[src/logic/acsdp_pkg.sv]
// Shared constants, field positions and types of the audio serial data port
package acsdp_pkg;

  // Register offsets and reset value
  localparam logic [7:0] ACSDP_FMT_ADDR  = 8'h1b;
  localparam logic [7:0] ACSDP_OFF1_ADDR = 8'h1c;
  localparam logic [7:0] ACSDP_POL_ADDR  = 8'h1d;
  localparam logic [7:0] ACSDP_DIV_ADDR  = 8'h1e;
  localparam logic [7:0] ACSDP_OFF2_ADDR = 8'h25;
  localparam logic [7:0] ACSDP_SLOT_ADDR = 8'h26;
  localparam logic [7:0] ACSDP_REG_RST   = 8'h00;

  // Format and width control fields
  localparam int ACSDP_FMT_LO   = 6;
  localparam int ACSDP_WID_LO   = 4;
  localparam int ACSDP_BMST_BIT = 3;
  localparam int ACSDP_WMST_BIT = 2;
  localparam int ACSDP_TRI_BIT  = 0;

  // Clock polarity control fields
  localparam int ACSDP_INV_BIT   = 3;
  localparam int ACSDP_KEEP_BIT  = 2;
  localparam int ACSDP_HOST_BIT  = 1;
  localparam int ACSDP_PULSE_BIT = 0;

  // Slot and channel control fields
  localparam int ACSDP_SWAP_BIT  = 4;
  localparam int ACSDP_DIS2_BIT  = 3;
  localparam int ACSDP_DIS1_BIT  = 2;
  localparam int ACSDP_EARLY_BIT = 1;
  localparam int ACSDP_TS_BIT    = 0;

  // Sizes
  localparam int ACSDP_SMP_W   = 32;
  localparam int ACSDP_CNT_W   = 10;
  localparam int ACSDP_LEN_W   = 9;
  localparam int ACSDP_HOSTS   = 2;
  localparam int ACSDP_FIFO_D  = 4;
  localparam logic [8:0] ACSDP_LEN_ZERO = 9'h100;

  typedef enum logic [1:0] {
    ACSDP_I2S          = 2'b00,
    ACSDP_DSP          = 2'b01,
    ACSDP_RJF          = 2'b10,
    ACSDP_LEFT_ALIGNED = 2'b11
  } acsdp_fmt_type;

  function automatic logic [5:0] acsdp_width(input logic [1:0] code);
    case (code)
      2'b00:   acsdp_width = 6'h10;
      2'b01:   acsdp_width = 6'h14;
      2'b10:   acsdp_width = 6'h18;
      default: acsdp_width = 6'h20;
    endcase
  endfunction

endpackage

[src/logic/acsdp_stream_if.sv]
// Valid/ready sample stream between the FIFO and the serialiser
`timescale 1ns/1ps
`default_nettype none
interface acsdp_stream_if #(parameter int WIDTH = 64);
  logic             valid;
  logic             ready;
  logic [WIDTH-1:0] data;
  modport src (output valid, output data, input ready);
  modport snk (input valid, input data, output ready);
endinterface
`default_nettype wire

[src/logic/acsdp_clkgen.sv]
// Master bit clock divider and word clock generator
`timescale 1ns/1ps
`default_nettype none
module acsdp_clkgen #(
  parameter int BCLK_HALF = 2
) (
  // Clock and reset
  input  wire logic       mclk_i,
  input  wire logic       rst_i,
  // Control
  input  wire logic       run_i,
  input  wire logic       launch_lvl_i,
  input  wire logic       pulse_i,
  input  wire logic [8:0] frame_len_i,
  // Generated clocks
  output logic            bclk_o,
  output logic            wclk_o
);
  localparam int DW = (BCLK_HALF > 1) ? $clog2(BCLK_HALF) : 1;

  logic [DW-1:0] div_reg;
  logic [8:0]    pos_reg;
  logic          bclk_reg;
  logic          wclk_reg;
  wire           tick    = (div_reg == DW'(BCLK_HALF - 1));
  wire           advance = tick & (~bclk_reg == launch_lvl_i);
  wire  [8:0]    pos_inc = pos_reg + 9'h001;
  wire  [8:0]    pos_new = (pos_inc >= frame_len_i) ? 9'h000 : pos_inc;
  wire           wclk_new = pulse_i ? (pos_new == 9'h000) : (pos_new < (frame_len_i >> 1));

  assign bclk_o = bclk_reg;
  assign wclk_o = wclk_reg;

  always_ff @(posedge mclk_i)
  begin
    if (rst_i | ~run_i)
    begin
      // Park so that the first launch edge after restart opens a frame
      div_reg  <= '0;
      pos_reg  <= 9'h1ff;
      bclk_reg <= 1'b0;
      wclk_reg <= 1'b0;
    end
    else
    begin
      div_reg  <= tick ? '0 : div_reg + 1'b1;
      bclk_reg <= tick ? ~bclk_reg : bclk_reg;
      pos_reg  <= advance ? pos_new : pos_reg;
      wclk_reg <= advance ? wclk_new : wclk_reg;
    end
  end
endmodule
`default_nettype wire

[src/logic/acsdp_fifo.sv]
// Sample FIFO, parameterised in width and depth
`timescale 1ns/1ps
`default_nettype none
module acsdp_fifo #(
  parameter int WIDTH = 64,
  parameter int DEPTH = 4
) (
  // Clock and reset
  input  wire logic             mclk_i,
  input  wire logic             rst_i,
  // Filling side
  input  wire logic             in_valid_i,
  output logic                  in_ready_o,
  input  wire logic [WIDTH-1:0] in_data_i,
  // Draining side
  acsdp_stream_if.src           out
);
  localparam int AW = (DEPTH > 1) ? $clog2(DEPTH) : 1;

  logic [WIDTH-1:0] mem_reg [DEPTH];
  logic [AW-1:0]    wr_ptr_reg;
  logic [AW-1:0]    rd_ptr_reg;
  logic [AW:0]      count_reg;
  logic [AW:0]      count_next;
  logic             room_reg;
  wire              push = in_valid_i & room_reg;
  wire              pop  = out.ready & (count_reg != '0);

  assign count_next = count_reg + {{AW{1'b0}}, push} - {{AW{1'b0}}, pop};
  assign in_ready_o = room_reg;
  assign out.valid  = (count_reg != '0);
  assign out.data   = mem_reg[rd_ptr_reg];

  function automatic logic [AW-1:0] ptr_inc(input logic [AW-1:0] p);
    ptr_inc = (p == AW'(DEPTH - 1)) ? '0 : p + 1'b1;
  endfunction

  always_ff @(posedge mclk_i)
  begin
    if (push)
    begin
      mem_reg[wr_ptr_reg] <= in_data_i;
    end
  end

  always_ff @(posedge mclk_i)
  begin
    if (rst_i)
    begin
      wr_ptr_reg <= '0;
      rd_ptr_reg <= '0;
      count_reg  <= '0;
      room_reg   <= 1'b1;
    end
    else
    begin
      wr_ptr_reg <= push ? ptr_inc(wr_ptr_reg) : wr_ptr_reg;
      rd_ptr_reg <= pop ? ptr_inc(rd_ptr_reg) : rd_ptr_reg;
      count_reg  <= count_next;
      room_reg   <= (count_next != (AW+1)'(DEPTH));
    end
  end
endmodule
`default_nettype wire

[src/logic/acsdp_top.sv]
// Audio serial data port: registers, framing, serialiser and pin drive
`timescale 1ns/1ps
`default_nettype none
module acsdp_top
  import acsdp_pkg::*;
#(
  parameter int BCLK_HALF = 2
) (
  // Clock and reset
  input  wire logic                                mclk_i,
  input  wire logic                                rst_i,
  // Register port
  input  wire logic                                reg_wr_i,
  input  wire logic [7:0]                          reg_addr_i,
  input  wire logic [7:0]                          reg_wdata_i,
  output logic      [7:0]                          reg_rdata_o,
  // Power state
  input  wire logic                                port_power_i,
  input  wire logic                                adc_power_i,
  // Sample stream from the converter
  input  wire logic                                smp_valid_i,
  output logic                                     smp_ready_o,
  input  wire logic [acsdp_pkg::ACSDP_SMP_W-1:0]   smp_left_i,
  input  wire logic [acsdp_pkg::ACSDP_SMP_W-1:0]   smp_right_i,
  // Serial pins, one set per host
  input  wire logic [acsdp_pkg::ACSDP_HOSTS-1:0]   bclk_i,
  output logic      [acsdp_pkg::ACSDP_HOSTS-1:0]   bclk_o,
  output logic      [acsdp_pkg::ACSDP_HOSTS-1:0]   bclk_oe_o,
  input  wire logic [acsdp_pkg::ACSDP_HOSTS-1:0]   wclk_i,
  output logic      [acsdp_pkg::ACSDP_HOSTS-1:0]   wclk_o,
  output logic      [acsdp_pkg::ACSDP_HOSTS-1:0]   wclk_oe_o,
  output logic      [acsdp_pkg::ACSDP_HOSTS-1:0]   dout_o,
  output logic      [acsdp_pkg::ACSDP_HOSTS-1:0]   dout_oe_o,
  // Filter sync
  output logic                                     filter_sync_o
);
  import acsdp_pkg::*;

  localparam int CW = ACSDP_CNT_W;
  localparam int SW = ACSDP_SMP_W;
  localparam int HB = (ACSDP_HOSTS > 1) ? $clog2(ACSDP_HOSTS) : 1;

  // Configuration registers
  logic [7:0] fmt_reg;
  logic [7:0] off1_reg;
  logic [7:0] pol_reg;
  logic [7:0] div_reg;
  logic [7:0] off2_reg;
  logic [7:0] slot_reg;
  logic [7:0] rdata_reg;
  logic [7:0] rdata_next;

  always_ff @(posedge mclk_i)
  begin
    if (rst_i)
    begin
      fmt_reg  <= ACSDP_REG_RST;
      off1_reg <= ACSDP_REG_RST;
      pol_reg  <= ACSDP_REG_RST;
      div_reg  <= ACSDP_REG_RST;
      off2_reg <= ACSDP_REG_RST;
      slot_reg <= ACSDP_REG_RST;
    end
    else if (reg_wr_i)
    begin
      fmt_reg  <= (reg_addr_i == ACSDP_FMT_ADDR)  ? reg_wdata_i : fmt_reg;
      off1_reg <= (reg_addr_i == ACSDP_OFF1_ADDR) ? reg_wdata_i : off1_reg;
      pol_reg  <= (reg_addr_i == ACSDP_POL_ADDR)  ? reg_wdata_i : pol_reg;
      div_reg  <= (reg_addr_i == ACSDP_DIV_ADDR)  ? reg_wdata_i : div_reg;
      off2_reg <= (reg_addr_i == ACSDP_OFF2_ADDR) ? reg_wdata_i : off2_reg;
      slot_reg <= (reg_addr_i == ACSDP_SLOT_ADDR) ? reg_wdata_i : slot_reg;
    end
  end

  // Unmapped offsets read as zero
  assign rdata_next = (reg_addr_i == ACSDP_FMT_ADDR)  ? fmt_reg  :
                      (reg_addr_i == ACSDP_OFF1_ADDR) ? off1_reg :
                      (reg_addr_i == ACSDP_POL_ADDR)  ? pol_reg  :
                      (reg_addr_i == ACSDP_DIV_ADDR)  ? div_reg  :
                      (reg_addr_i == ACSDP_OFF2_ADDR) ? off2_reg :
                      (reg_addr_i == ACSDP_SLOT_ADDR) ? slot_reg : ACSDP_REG_RST;

  always_ff @(posedge mclk_i)
  begin
    rdata_reg <= rst_i ? ACSDP_REG_RST : rdata_next;
  end
  assign reg_rdata_o = rdata_reg;

  // Decoded fields
  acsdp_fmt_type fmt;
  assign fmt = acsdp_fmt_type'(fmt_reg[ACSDP_FMT_LO +: 2]);
  wire [5:0] width    = acsdp_width(fmt_reg[ACSDP_WID_LO +: 2]);
  wire       bclk_mst = fmt_reg[ACSDP_BMST_BIT];
  wire       wclk_mst = fmt_reg[ACSDP_WMST_BIT];
  wire       tri_en   = fmt_reg[ACSDP_TRI_BIT];
  wire       invert   = pol_reg[ACSDP_INV_BIT];
  wire       keep_clk = pol_reg[ACSDP_KEEP_BIT];
  wire       host_sel = pol_reg[ACSDP_HOST_BIT];
  wire       pulse_wc = pol_reg[ACSDP_PULSE_BIT];
  wire       is_rjf   = (fmt == ACSDP_RJF);
  wire       is_i2s   = (fmt == ACSDP_I2S);
  wire       is_dsp   = (fmt == ACSDP_DSP);
  wire       swap     = slot_reg[ACSDP_SWAP_BIT];
  wire       early    = slot_reg[ACSDP_EARLY_BIT];
  wire       tslot    = slot_reg[ACSDP_TS_BIT] & ~is_rjf;
  wire       en_a     = is_rjf | ~slot_reg[ACSDP_DIS1_BIT];
  wire       en_b     = is_rjf | ~slot_reg[ACSDP_DIS2_BIT];
  wire       frame_md = is_dsp | tslot;
  wire [8:0] frame_len = (div_reg == 8'h00) ? ACSDP_LEN_ZERO : {1'b0, div_reg};

  // Data launches on the edge opposite the one the host samples on
  wire       launch_lvl = invert ^ is_dsp;
  wire       clk_run    = port_power_i & (adc_power_i | keep_clk);

  logic gen_bclk;
  logic gen_wclk;

  acsdp_clkgen #(
    .BCLK_HALF (BCLK_HALF)
  ) u_clkgen (
    .mclk_i       (mclk_i),
    .rst_i        (rst_i),
    .run_i        (clk_run),
    .launch_lvl_i (launch_lvl),
    .pulse_i      (pulse_wc),
    .frame_len_i  (frame_len),
    .bclk_o       (gen_bclk),
    .wclk_o       (gen_wclk)
  );

  // Pin synchronisers for slave clocks of the selected host
  logic [2:0] bsync_reg;
  logic [2:0] wsync_reg;
  logic       bstable_reg;
  logic       wstable_reg;
  wire  [HB-1:0] hidx = HB'(host_sel);

  always_ff @(posedge mclk_i)
  begin
    if (rst_i)
    begin
      bsync_reg   <= 3'h0;
      wsync_reg   <= 3'h0;
      bstable_reg <= 1'b0;
      wstable_reg <= 1'b0;
    end
    else
    begin
      bsync_reg   <= {bsync_reg[1:0], bclk_i[hidx]};
      wsync_reg   <= {wsync_reg[1:0], wclk_i[hidx]};
      bstable_reg <= (bsync_reg[1] == bsync_reg[2]) ? bsync_reg[2] : bstable_reg;
      wstable_reg <= (wsync_reg[1] == wsync_reg[2]) ? wsync_reg[2] : wstable_reg;
    end
  end

  wire bsrc = bclk_mst ? gen_bclk : bstable_reg;
  wire wsrc = wclk_mst ? gen_wclk : wstable_reg;

  // Edge detection on the chosen clock sources
  logic bprev_reg;
  logic wprev_reg;
  wire  bchg      = (bsrc != bprev_reg);
  wire  launch_ev = bchg & (bsrc == launch_lvl);
  wire  sample_ev = bchg & (bsrc != launch_lvl);
  wire  wrise     = wsrc & ~wprev_reg;
  wire  wfall     = ~wsrc & wprev_reg;
  wire  wedge     = frame_md ? wrise : (wrise | wfall);

  // Framing state
  logic [CW-1:0] cnt_reg;
  logic [CW-1:0] cnt_next;
  logic          half_b_reg;
  logic          half_b_next;
  logic          pend_reg;
  logic [CW-1:0] half_len_reg;

  // A word clock edge seen before its launch edge is held until that edge
  wire start_now = launch_ev & (pend_reg | wedge);
  wire cnt_max   = (cnt_reg == {CW{1'b1}});

  assign cnt_next    = start_now ? '0 :
                       (launch_ev & ~cnt_max) ? cnt_reg + 1'b1 : cnt_reg;
  // In I2S the left half follows the falling edge, otherwise the rising one
  assign half_b_next = (start_now & ~frame_md) ? (is_i2s ? wsrc : ~wsrc) :
                       (start_now ? 1'b0 : half_b_reg);

  always_ff @(posedge mclk_i)
  begin
    if (rst_i)
    begin
      bprev_reg    <= 1'b0;
      wprev_reg    <= 1'b0;
      cnt_reg      <= {CW{1'b1}};
      half_b_reg   <= 1'b0;
      pend_reg     <= 1'b0;
      half_len_reg <= '0;
    end
    else
    begin
      bprev_reg    <= bsrc;
      wprev_reg    <= wsrc;
      cnt_reg      <= cnt_next;
      half_b_reg   <= half_b_next;
      pend_reg     <= launch_ev ? 1'b0 : (pend_reg | wedge);
      half_len_reg <= start_now ? cnt_reg + 1'b1 : half_len_reg;
    end
  end

  // Slot positions, counted in launch edges after frame start
  wire [CW-1:0] w_ext   = CW'(width);
  wire [CW-1:0] rjf_st  = (half_len_reg > w_ext) ? half_len_reg - w_ext : '0;
  wire [CW-1:0] lj_st   = CW'(off1_reg) + CW'(is_i2s);
  wire [CW-1:0] start_a = (is_rjf & ~frame_md) ? rjf_st : lj_st;
  wire [CW-1:0] gap_b   = tslot ? CW'(off2_reg) : '0;
  wire [CW-1:0] start_b = start_a + w_ext + gap_b;
  wire          in_a    = (cnt_next >= start_a) & (cnt_next < start_a + w_ext);
  wire          in_b    = (cnt_next >= start_b) & (cnt_next < start_b + w_ext);
  wire          act_a   = frame_md ? in_a : (in_a & ~half_b_next);
  wire          act_b   = frame_md ? in_b : (in_a & half_b_next);
  wire [CW-1:0] rel     = (frame_md & act_b) ? cnt_next - start_b : cnt_next - start_a;
  wire [4:0]    bit_idx = rel[4:0];
  wire          drive   = (act_a & en_a) | (act_b & en_b);
  wire          is_lsb  = (rel == w_ext - 1'b1);

  // Sample words; a new pair is taken at the start of the first slot's frame
  acsdp_stream_if #(.WIDTH(2 * SW)) smp_q ();

  acsdp_fifo #(
    .WIDTH (2 * SW),
    .DEPTH (ACSDP_FIFO_D)
  ) u_fifo (
    .mclk_i     (mclk_i),
    .rst_i      (rst_i),
    .in_valid_i (smp_valid_i),
    .in_ready_o (smp_ready_o),
    .in_data_i  ({smp_left_i, smp_right_i}),
    .out        (smp_q.src)
  );

  logic [2*SW-1:0] pair_reg;
  wire             load_now  = start_now & ~half_b_next;
  // An empty FIFO sends silence rather than repeating the last sample
  wire  [2*SW-1:0] pair_new  = smp_q.valid ? smp_q.data : '0;
  wire  [2*SW-1:0] pair_use  = load_now ? pair_new : pair_reg;
  wire  [SW-1:0]   left_w    = pair_use[2*SW-1:SW];
  wire  [SW-1:0]   right_w   = pair_use[SW-1:0];
  wire  [SW-1:0]   word_a    = swap ? right_w : left_w;
  wire  [SW-1:0]   word_b    = swap ? left_w : right_w;
  wire  [SW-1:0]   word_cur  = act_b ? word_b : word_a;
  wire             data_bit  = word_cur[5'(SW - 1) - bit_idx];

  assign smp_q.ready = load_now;

  always_ff @(posedge mclk_i)
  begin
    pair_reg <= rst_i ? '0 : pair_use;
  end

  // Serial data drive
  logic dout_reg;
  logic doe_reg;
  logic lsb_reg;
  wire  early_cut = sample_ev & early & tri_en & lsb_reg;

  always_ff @(posedge mclk_i)
  begin
    if (rst_i | ~port_power_i)
    begin
      dout_reg <= 1'b0;
      doe_reg  <= 1'b0;
      lsb_reg  <= 1'b0;
    end
    else if (launch_ev)
    begin
      dout_reg <= drive & data_bit;
      doe_reg  <= drive | ~tri_en;
      lsb_reg  <= drive & is_lsb;
    end
    else if (early_cut)
    begin
      doe_reg  <= 1'b0;
      lsb_reg  <= 1'b0;
    end
  end

  // Filter sync follows the earlier enabled channel
  wire sync_a   = frame_md ? (cnt_next == start_a) : (~half_b_next & (cnt_next == start_a));
  wire sync_b   = frame_md ? (cnt_next == start_b) : (half_b_next & (cnt_next == start_a));
  wire sync_hit = launch_ev & (en_a ? sync_a : (en_b ? sync_b : (start_now & ~half_b_next)));
  logic sync_reg;

  always_ff @(posedge mclk_i)
  begin
    sync_reg <= rst_i ? 1'b0 : sync_hit;
  end
  assign filter_sync_o = sync_reg;

  // Pin drive, with output enables for the selected host only
  logic [ACSDP_HOSTS-1:0] bclk_reg;
  logic [ACSDP_HOSTS-1:0] boe_reg;
  logic [ACSDP_HOSTS-1:0] wclk_reg;
  logic [ACSDP_HOSTS-1:0] woe_reg;
  logic [ACSDP_HOSTS-1:0] dpin_reg;
  logic [ACSDP_HOSTS-1:0] dpoe_reg;

  genvar h;
  generate
    for (h = 0; h < ACSDP_HOSTS; h = h + 1)
    begin : g_host
      wire sel = (hidx == HB'(h));
      always_ff @(posedge mclk_i)
      begin
        if (rst_i)
        begin
          bclk_reg[h] <= 1'b0;
          boe_reg[h]  <= 1'b0;
          wclk_reg[h] <= 1'b0;
          woe_reg[h]  <= 1'b0;
          dpin_reg[h] <= 1'b0;
          dpoe_reg[h] <= 1'b0;
        end
        else
        begin
          bclk_reg[h] <= gen_bclk;
          boe_reg[h]  <= sel & bclk_mst & port_power_i;
          wclk_reg[h] <= gen_wclk;
          woe_reg[h]  <= sel & wclk_mst & port_power_i;
          dpin_reg[h] <= dout_reg;
          dpoe_reg[h] <= sel & doe_reg;
        end
      end
    end
  endgenerate

  assign bclk_o    = bclk_reg;
  assign bclk_oe_o = boe_reg;
  assign wclk_o    = wclk_reg;
  assign wclk_oe_o = woe_reg;
  assign dout_o    = dpin_reg;
  assign dout_oe_o = dpoe_reg;

endmodule
`default_nettype wire

[config.mk]
export PLATFORM = sky130hd
export DESIGN_NAME = acsdp_top
export DESIGN_NICKNAME = d
export VERILOG_FILES = /design/src/logic/acsdp_pkg.sv /design/src/logic/acsdp_stream_if.sv /design/src/logic/acsdp_clkgen.sv /design/src/logic/acsdp_fifo.sv /design/src/logic/acsdp_top.sv
export SDC_FILE = /design/constraint.sdc
export NUM_CORES = 1
export LEC_CHECK = 0
export BUFFER_PORTS_ARGS = -buffer_cell sky130_fd_sc_hd__clkbuf_2
export CAP_MARGIN = 20
export CORE_MARGIN = 3
export CORE_UTILIZATION = 25
export CTS_BUF_LIST = sky130_fd_sc_hd__clkbuf_4 sky130_fd_sc_hd__clkbuf_8
export CTS_CLUSTER_SIZE = 25
export DETAILED_ROUTE_END_ITERATION = 10
export SKIP_CTS_REPAIR_TIMING = 1
export SLEW_MARGIN = 5
export SYNTH_ARGS = -nofsm -noshare
export SYNTH_HDL_FRONTEND = slang
export SYNTH_SLANG_ARGS = --single-unit
export TNS_END_PERCENT = 10
[constraint.sdc]
create_clock -name mclk_i -period 9.7 [get_ports mclk_i]
set_input_delay 0 -clock mclk_i [delete_from_list [all_inputs] [get_ports mclk_i]]
set_output_delay 0 -clock mclk_i [all_outputs]
set_load 0.01 [all_outputs]
==> results of run 1 <==
==> routing by layer <==
metal / wire [um] / share of wire, % / GRT usage, %
met1: 23900 / 44 / 15.3
met2: 26800 / 49 / 20.5
met3: 2520 / 4.6 / 2.52
met4: 1570 / 2.9 / 4.78
met5: 0 / 0 / 0
==> cells in the final DEF, fill, tap and decap left out, types with 6 or more instances in the layout <==
cell           netlist  final
a211oi_1            16     16
a21o_1              23     23
a21oi_1             83     83
a22o_1              15     15
a22oi_1             72     72
and3_1              23     19
buf_4                6     19
clkbuf_2             0    110
clkbuf_4             0     36
clkbuf_8             0     84
clkinv_2             0      7
dfxtp_1            187    185
dlygate4sd3_1        0     84
edfxtp_1           256    256
fa_1                 7      7
ha_1                82     81
inv_1               59     59
mux2_2              10     10
mux2i_1             69     69
mux4_2              64     64
nand2_1            100     99
nand2b_1            13     13
nand3_1             56     56
nand4_1              8      8
nor2_1             158    156
nor2b_1             41     41
nor3_1              16     16
nor4_1               9      9
o211ai_1             7      7
o21ai_0             48     48
o221ai_1            12     12
o22ai_1             14     14
o31ai_1              6      6
or2_2                9      9
or3_1                6      6
xnor2_1             47     47
xor2_1              32     32
==> stage by stage <==
| stage | total power [mW] | std cells | utilization, % | worst slack (ns) | hold WS (ns) |
|---|---|---|---|---|---|
| after CTS | 4.09 | 2987 | 29.4 | 0.560 | -0.510 |
| after floorplan | 2.22 | 1740 | - | 2.02 | 0.0989 |
| final | 4.06 | 3072 | 30.4 | 0.917 | 0.0529 |
| after global placement | 2.29 | 2847 | 27.5 | 0.823 | 0.214 |
| after global routing | 4.23 | 3071 | 30.4 | 0.164 | 0.0600 |
| after detailed placement | 2.31 | 2847 | 27.5 | 0.624 | 0.223 |
==> power by group through the flow <==
stage / Clock, mW / Combinational (mW) / Sequential [mW]
finish: 1.77 / 0.203 / 2.09
global route: 1.91 / 0.223 / 2.09
detailed placement: 0 / 0.178 / 2.13
floorplan: 0 / 0.0953 / 2.12
CTS: 1.83 / 0.179 / 2.09
global placement: 0 / 0.171 / 2.12
==> how the worst max path moves through the flow <==
stage	end	slack [ns]	depth (start not counted)
2_1_floorplan	dout_reg$_SDFFE_PP0P_	2.02	37
3_3_place_gp	dout_reg$_SDFFE_PP0P_	0.82	32
3_5_place_dp	dout_reg$_SDFFE_PP0P_	0.62	32
4_1_cts	dout_reg$_SDFFE_PP0P_	0.56	32
5_1_grt	dout_reg$_SDFFE_PP0P_	0.16	38
6_report	dout_reg$_SDFFE_PP0P_	0.92	35
==> logic make-up (layout without fill, tap and decap cells) <==
family / Yosys count / in the layout / share of synthesized area, %
other: 0 / 1 / 0
AND/OR/NAND/NOR: 467 / 467 / 10.7
flip-flops: 443 / 443 / 54.3
XOR/XNOR: 81 / 81 / 3.53
adder cells (fa/ha/maj): 91 / 91 / 5.63
AO/OA/AOI/OAI: 359 / 359 / 12.0
multiplexers: 147 / 147 / 11.0
buffers and inverters: 152 / 413 / 2.95
==> area by class of cell <==
class / count / area, um^2 / share of cell area, %
flip-flops and latches: 443 / 11400 / 45.4
multi-input cells: 1145 / 9040 / 35.9
repair buffers: 213 / 1530 / 6.09
clock buffers: 120 / 1430 / 5.66
well taps: 1070 / 1340 / 5.31
inverters: 60 / 225 / 0.894
clock inverters: 20 / 194 / 0.770
diodes: 1 / 2.50 / 0.00993
==> critical path, delay by kind of cell, from the launching register on <==
family | cells | cell delay (ns)
AOI/OAI and AO/OA | 13 | 2.97
xor gates and xnor gates | 2 | 0.41
adders and majority gates | 6 | 2.39
buffers and inverters | 5 | 0.78
DFF | 1 | 0.43
muxes | 1 | 0.10
and+or+nand+nor | 8 | 1.57
==> impl_metrics.yaml, run 1 <==
sta:
  final-setup-viol-count: 0
  slew_headroom_pct: 32.8
  period_needed_ns: 8.78
  tightestPinTransition_ns: 1.01
  tns_ns: 0
  fmax_ghz: 0.114
  fin_skew_ns: 0.0505
  slew_violations: 0
  finalCritPeriodShare_pct: 90.5
  rsz0062_at_grt: "no"
  hold_viol: 0
power_and_ir_drop:
  p_leak_nw: 8.89
  p_sw_mw: 0.913
  clkPwrFrac_pct: 43.6
  power_frac_comb_pct: 5.0
  powerDensity_nw_per_um2: 161
  ir_drop_uv: 134
  p_int_mw: 3.15
  p_sw_share_pct: 22.5
  power_frac_seq_pct: 51.4
route:
  antenna_left: 0
  route.detailed.drc: 0
  drtIter0Drc: 1115
  wl_per_cell_um: 17.8
  vias: 14600
  post_drt_via_cell_ratio: 4.75
  first_pass_iters: 5
  wl_mm: 54.8
worst_setup_path:
  slowest_delay_ns: 0.63
  cp-end-kind: "flop"
  crit_path_start: "fmt_reg[5]$_SDFFE_PP0P_"
  critPathKind: "reg2reg"
  cp.arrival_ns: 9.30
  rrSetupSlack_ns: 0.92
  required_ns: 10.21
  start_kind: "flop"
  r2r_start: "fmt_reg[5]$_SDFFE_PP0P_"
  r2r_end: "dout_reg$_SDFFE_PP0P_"
  worstPathMaxFanout: 12
  critPathSlowestCell: "or4b_2"
  r2r_cells: 35
synthesis:
  syn-cell-area_um2: 21100
  ys_async_sr_fraction_pct: 0
  synth.top_cells.by_count: "256 x edfxtp_1, 187 x dfxtp_1, 158 x nor2_1, 100 x nand2_1, 83 x a21oi_1"
  yosysTopAreaCell: "edfxtp_1"
  synth_ff_type: "edfxtp_1"
  yosysWarnings: 0
  yosysMostFrequentCell: "edfxtp_1"
  synth.area.top_cells: "edfxtp_1 37%, dfxtp_1 18%, mux4_2 6.8%"
  synth.top_cell.area_share_pct: 36.5
  synthCells: 1740
  ys_types: 93
  yosysSeqAreaShare_pct: 54.3
  synth-seq-cells: 443
  synth_area_per_cell_um2: 12.1
  synth_nets: 1919
  synth-edff-count: 256
finish:
  fillCellCount: 8337
  final_area_um2: 25200
  area_growth_pct: 19.7
  drive_above_1_share_pct: 19.3
  fin_nets: 2117
  largest_reg_flops: 256
global_route:
  antenna_found_initial: 0
  grt_pass1_wl_mm: 83.4
  grt_max_degree: 96
  grt_pass1_vias: 14500
  gr-total-overflow: 0
  grt_usage_pct: 12.2
min_path:
  hold_end: "slot_reg[5]$_SDFFE_PP0P_"
  holdPathStages: 3
  hp-class: "in2reg"
  min_from: "reg_wr_i"
floorplan:
  core_area_um2: 82800
  die_w_um: 296
  die_h_um: 296
  die_area_um2: 87700
  start_util_pct: 25.4
  rows: 105
  pin_count: 112
clock_tree:
  cts-root-buf: "clkbuf_8"
  cts_htree_levels: 3
  clk_pin_slew_ns: 0.06
  clk_path_buf_depth: 3
  cts-buffers-inserted: 75
  cts_tree: "built"
  clk_latency_ns: 0.66
  cts_sinks: 443
run_status:
  outcome: "finished clean"
placement:
  placed_area_um2: 22700
  place_hpwl_mm: 38.0
  gpl.final_weighted_congestion: 0.867
  port_buffers: 111
flow_run:
  drv_cap: 0
Note: power is estimated with default switching activity, not from simulation.
==> run 2: changes to the inputs <==
--- a/config.mk
+++ b/config.mk
@@ -16,5 +16,6 @@
 export SLEW_MARGIN = 5
 export SYNTH_ARGS = -nofsm -noshare
 export SYNTH_HDL_FRONTEND = slang
+export SYNTH_HIERARCHICAL = 1
 export SYNTH_SLANG_ARGS = --single-unit
 export TNS_END_PERCENT = 10
==> impl_metrics.yaml, run 2 <==
clock_tree:
  cts-buffers-inserted: 74
  cts_htree_levels: 3
  cts_tree: "built"
  cts-root-buf: "clkbuf_8"
  cts_sinks: 443
  clk_path_buf_depth: 3
  clk_pin_slew_ns: 0.07
  clk_latency_ns: 0.66
sta:
  period_needed_ns: 8.91
  final-setup-viol-count: 0
  slew_headroom_pct: 38.7
  slew_violations: 0
  whs_ns: -0.00877
  finalCritPeriodShare_pct: 91.8
  fin_skew_ns: 0.0515
  tightestPinTransition_ns: 0.920
  fmax_ghz: 0.112
  tns_ns: 0
  rsz0062_at_grt: "no"
  hold_viol: 1
worst_setup_path:
  critPathSlowestCell: "fa_1"
  critPathCapture: "dout_reg$_SDFFE_PP0P_"
  r2r_end: "dout_reg$_SDFFE_PP0P_"
  cp.arrival_ns: 9.50
  cp_common_cell: "inv_1"
  critPathKind: "reg2reg"
  path_buf_inv: 7
  cp_top_family: "compound AO/OA/AOI/OAI gates"
  required_ns: 10.30
  start_kind: "flop"
  worstPathMaxFanout: 7
  r2r_cells: 39
  cp-end-kind: "flop"
  slowest_delay_ns: 0.59
  critical_path_depth: 39
  rrSetupSlack_ns: 0.79
  crit_path_start: "fmt_reg[5]$_SDFFE_PP0P_"
  r2r_start: "fmt_reg[5]$_SDFFE_PP0P_"
synthesis:
  synth_nets: 1973
  ys_types: 95
  synth.top_cell.area_share_pct: 36.2
  syn-cell-area_um2: 21200
  ys_async_sr_fraction_pct: 0
  synth.area.top_cells: "edfxtp_1 36%, dfxtp_1 18%, mux4_2 7.4%"
  post_synth_xor_area_fraction_pct: 3.44
  synth-edff-count: 256
  synth_top_family_by_area: "simple AND/OR/NAND/NOR gates"
  yosysMostFrequentCell: "edfxtp_1"
  synth-seq-cells: 443
  yosysTopAreaCell: "edfxtp_1"
  synthCells: 1794
  yosysSeqAreaShare_pct: 53.9
  synth_fa_ha_area_share_pct: 5.54
  synth_area_per_cell_um2: 11.8
  synth_ff_type: "edfxtp_1"
  synth.top_cells.by_count: "256 x edfxtp_1, 187 x dfxtp_1, 160 x a21oi_1, 159 x nor2_1, 98 x nand2_1"
  synthMuxAreaShare_pct: 10.2
  synth_compound_area_share_pct: 10.7
  yosys.area_share.simple_pct: 12.4
  yosysWarnings: 6
power_and_ir_drop:
  p_sw_mw: 0.928
  p_sw_share_pct: 23.7
  p_int_mw: 3.00
  p_leak_nw: 9.05
  power_frac_comb_pct: 5.8
  ir_drop_uv: 133
  power_frac_seq_pct: 53.2
  clkPwrFrac_pct: 41.0
  powerDensity_nw_per_um2: 155
finish:
  antenna_cells: 0
  layout_common_cells: "256 x edfxtp_1, 185 x dfxtp_1, 159 x nor2_1"
  drive_above_1_share_pct: 18.9
  post-route-util_pct: 30.2
  layout_commonest_cell: "edfxtp_1"
  seqCellArea_um2: 11400
  final_area_um2: 25300
  fin_nets: 2171
  area_growth_pct: 19.1
  multi_input_area_um2: 9050
  fillCellCount: 8685
  largest_reg_flops: 256
  stdcell_count: 3180
floorplan:
  die_area_um2: 88400
  start_util_pct: 25.3
  pin_count: 112
  die_w_um: 297
  die_h_um: 297
  core_area_um2: 83800
  rows: 106
global_route:
  gr-total-overflow: 0
  grt_pass1_vias: 14400
  grt_pass1_wl_mm: 85.9
  grt_max_degree: 87
  antenna_found_initial: 0
  grt_usage_pct: 12.3
run_status:
  violations: "hold timing"
  outcome: "finished, violations left"
route:
  vias: 14800
  first_pass_iters: 6
  wl_per_cell_um: 17.6
  wl_mm: 56.1
  post_drt_via_cell_ratio: 4.64
  drtIter0Drc: 1162
  route.detailed.drc: 0
  antenna_left: 0
min_path:
  hp-class: "in2reg"
placement:
  placed_area_um2: 22900
  dp.cells: 2952
  port_buffers: 111
  gpl.final_weighted_congestion: 0.870
  place_hpwl_mm: 39.0
flow_run:
  drv_cap: 0
[run 2: per-stage QoR]
step	power, mW	setup WS (ns)
after floorplan	2.24	1.86
after global placement	2.33	0.762
after detailed placement	2.33	0.497
after CTS	3.96	0.413
after global routing	4.09	0.0755
final	3.92	0.793
[run 2: worst min path at each step]
stage | end | from | cells past startpoint
3_5_place_dp | u_fifo/mem_reg[0][5]$_DFFE_PP_ | smp_right_i[5] | 1
4_1_cts | u_fifo/mem_reg[0][46]$_DFFE_PP_ | smp_left_i[14] | 1
5_1_grt | slot_reg[0]$_SDFFE_PP0P_ | reg_addr_i[1] | 4
2_1_floorplan | u_fifo/mem_reg[0][0]$_DFFE_PP_ | smp_right_i[0] | 0
6_report | reg_rdata_o[5]$_SDFF_PP0_ | reg_addr_i[1] | 4
3_3_place_gp | u_fifo/mem_reg[1][13]$_DFFE_PP_ | smp_right_i[13] | 1
[run 2: worst min-delay path: stages]
cell,delay (ns)
clkbuf_2,0.23
o21ai_0,0.13
a22oi_1,0.14
a21oi_1,0.09
[run 2: area by class of cell]
class	instances	share of cell area [%]
flip-flops and latches	443	45.2
repair buffers	230	6.64
clock inverters	29	0.668
inverters	73	1.08
well taps	1134	5.61
clock buffers	101	4.93
multi-input cells	1170	35.8
[run 2: per-layer routing]
metal | part of all wire, % | vias up | track usage [%]
li1 | - | 7046 | -
met1 | 44 | 7202 | 16.4
met2 | 48 | 434 | 20.2
met3 | 5.7 | 79 | 2.83
met4 | 2.2 | 0 | 3.25
met5 | 0 | - | 0
[run 2: kinds of logic after synthesis]
kind of cell	after synthesis
AOI/OAI and AO/OA	351
xor gates and xnor gates	77
and+or+nand+nor	526
muxes	126
adders and majority gates	90
buffers and inverters	181
DFF	443
[run 2: power groups by stage]
stage               logic, mW  registers [mW]  clock network, mW
global placement        0.203            2.12                  0
global route            0.250            2.09               1.75
CTS                     0.205            2.09               1.66
floorplan               0.116            2.13                  0
detailed placement      0.205            2.13                  0
finish                  0.228            2.09               1.61
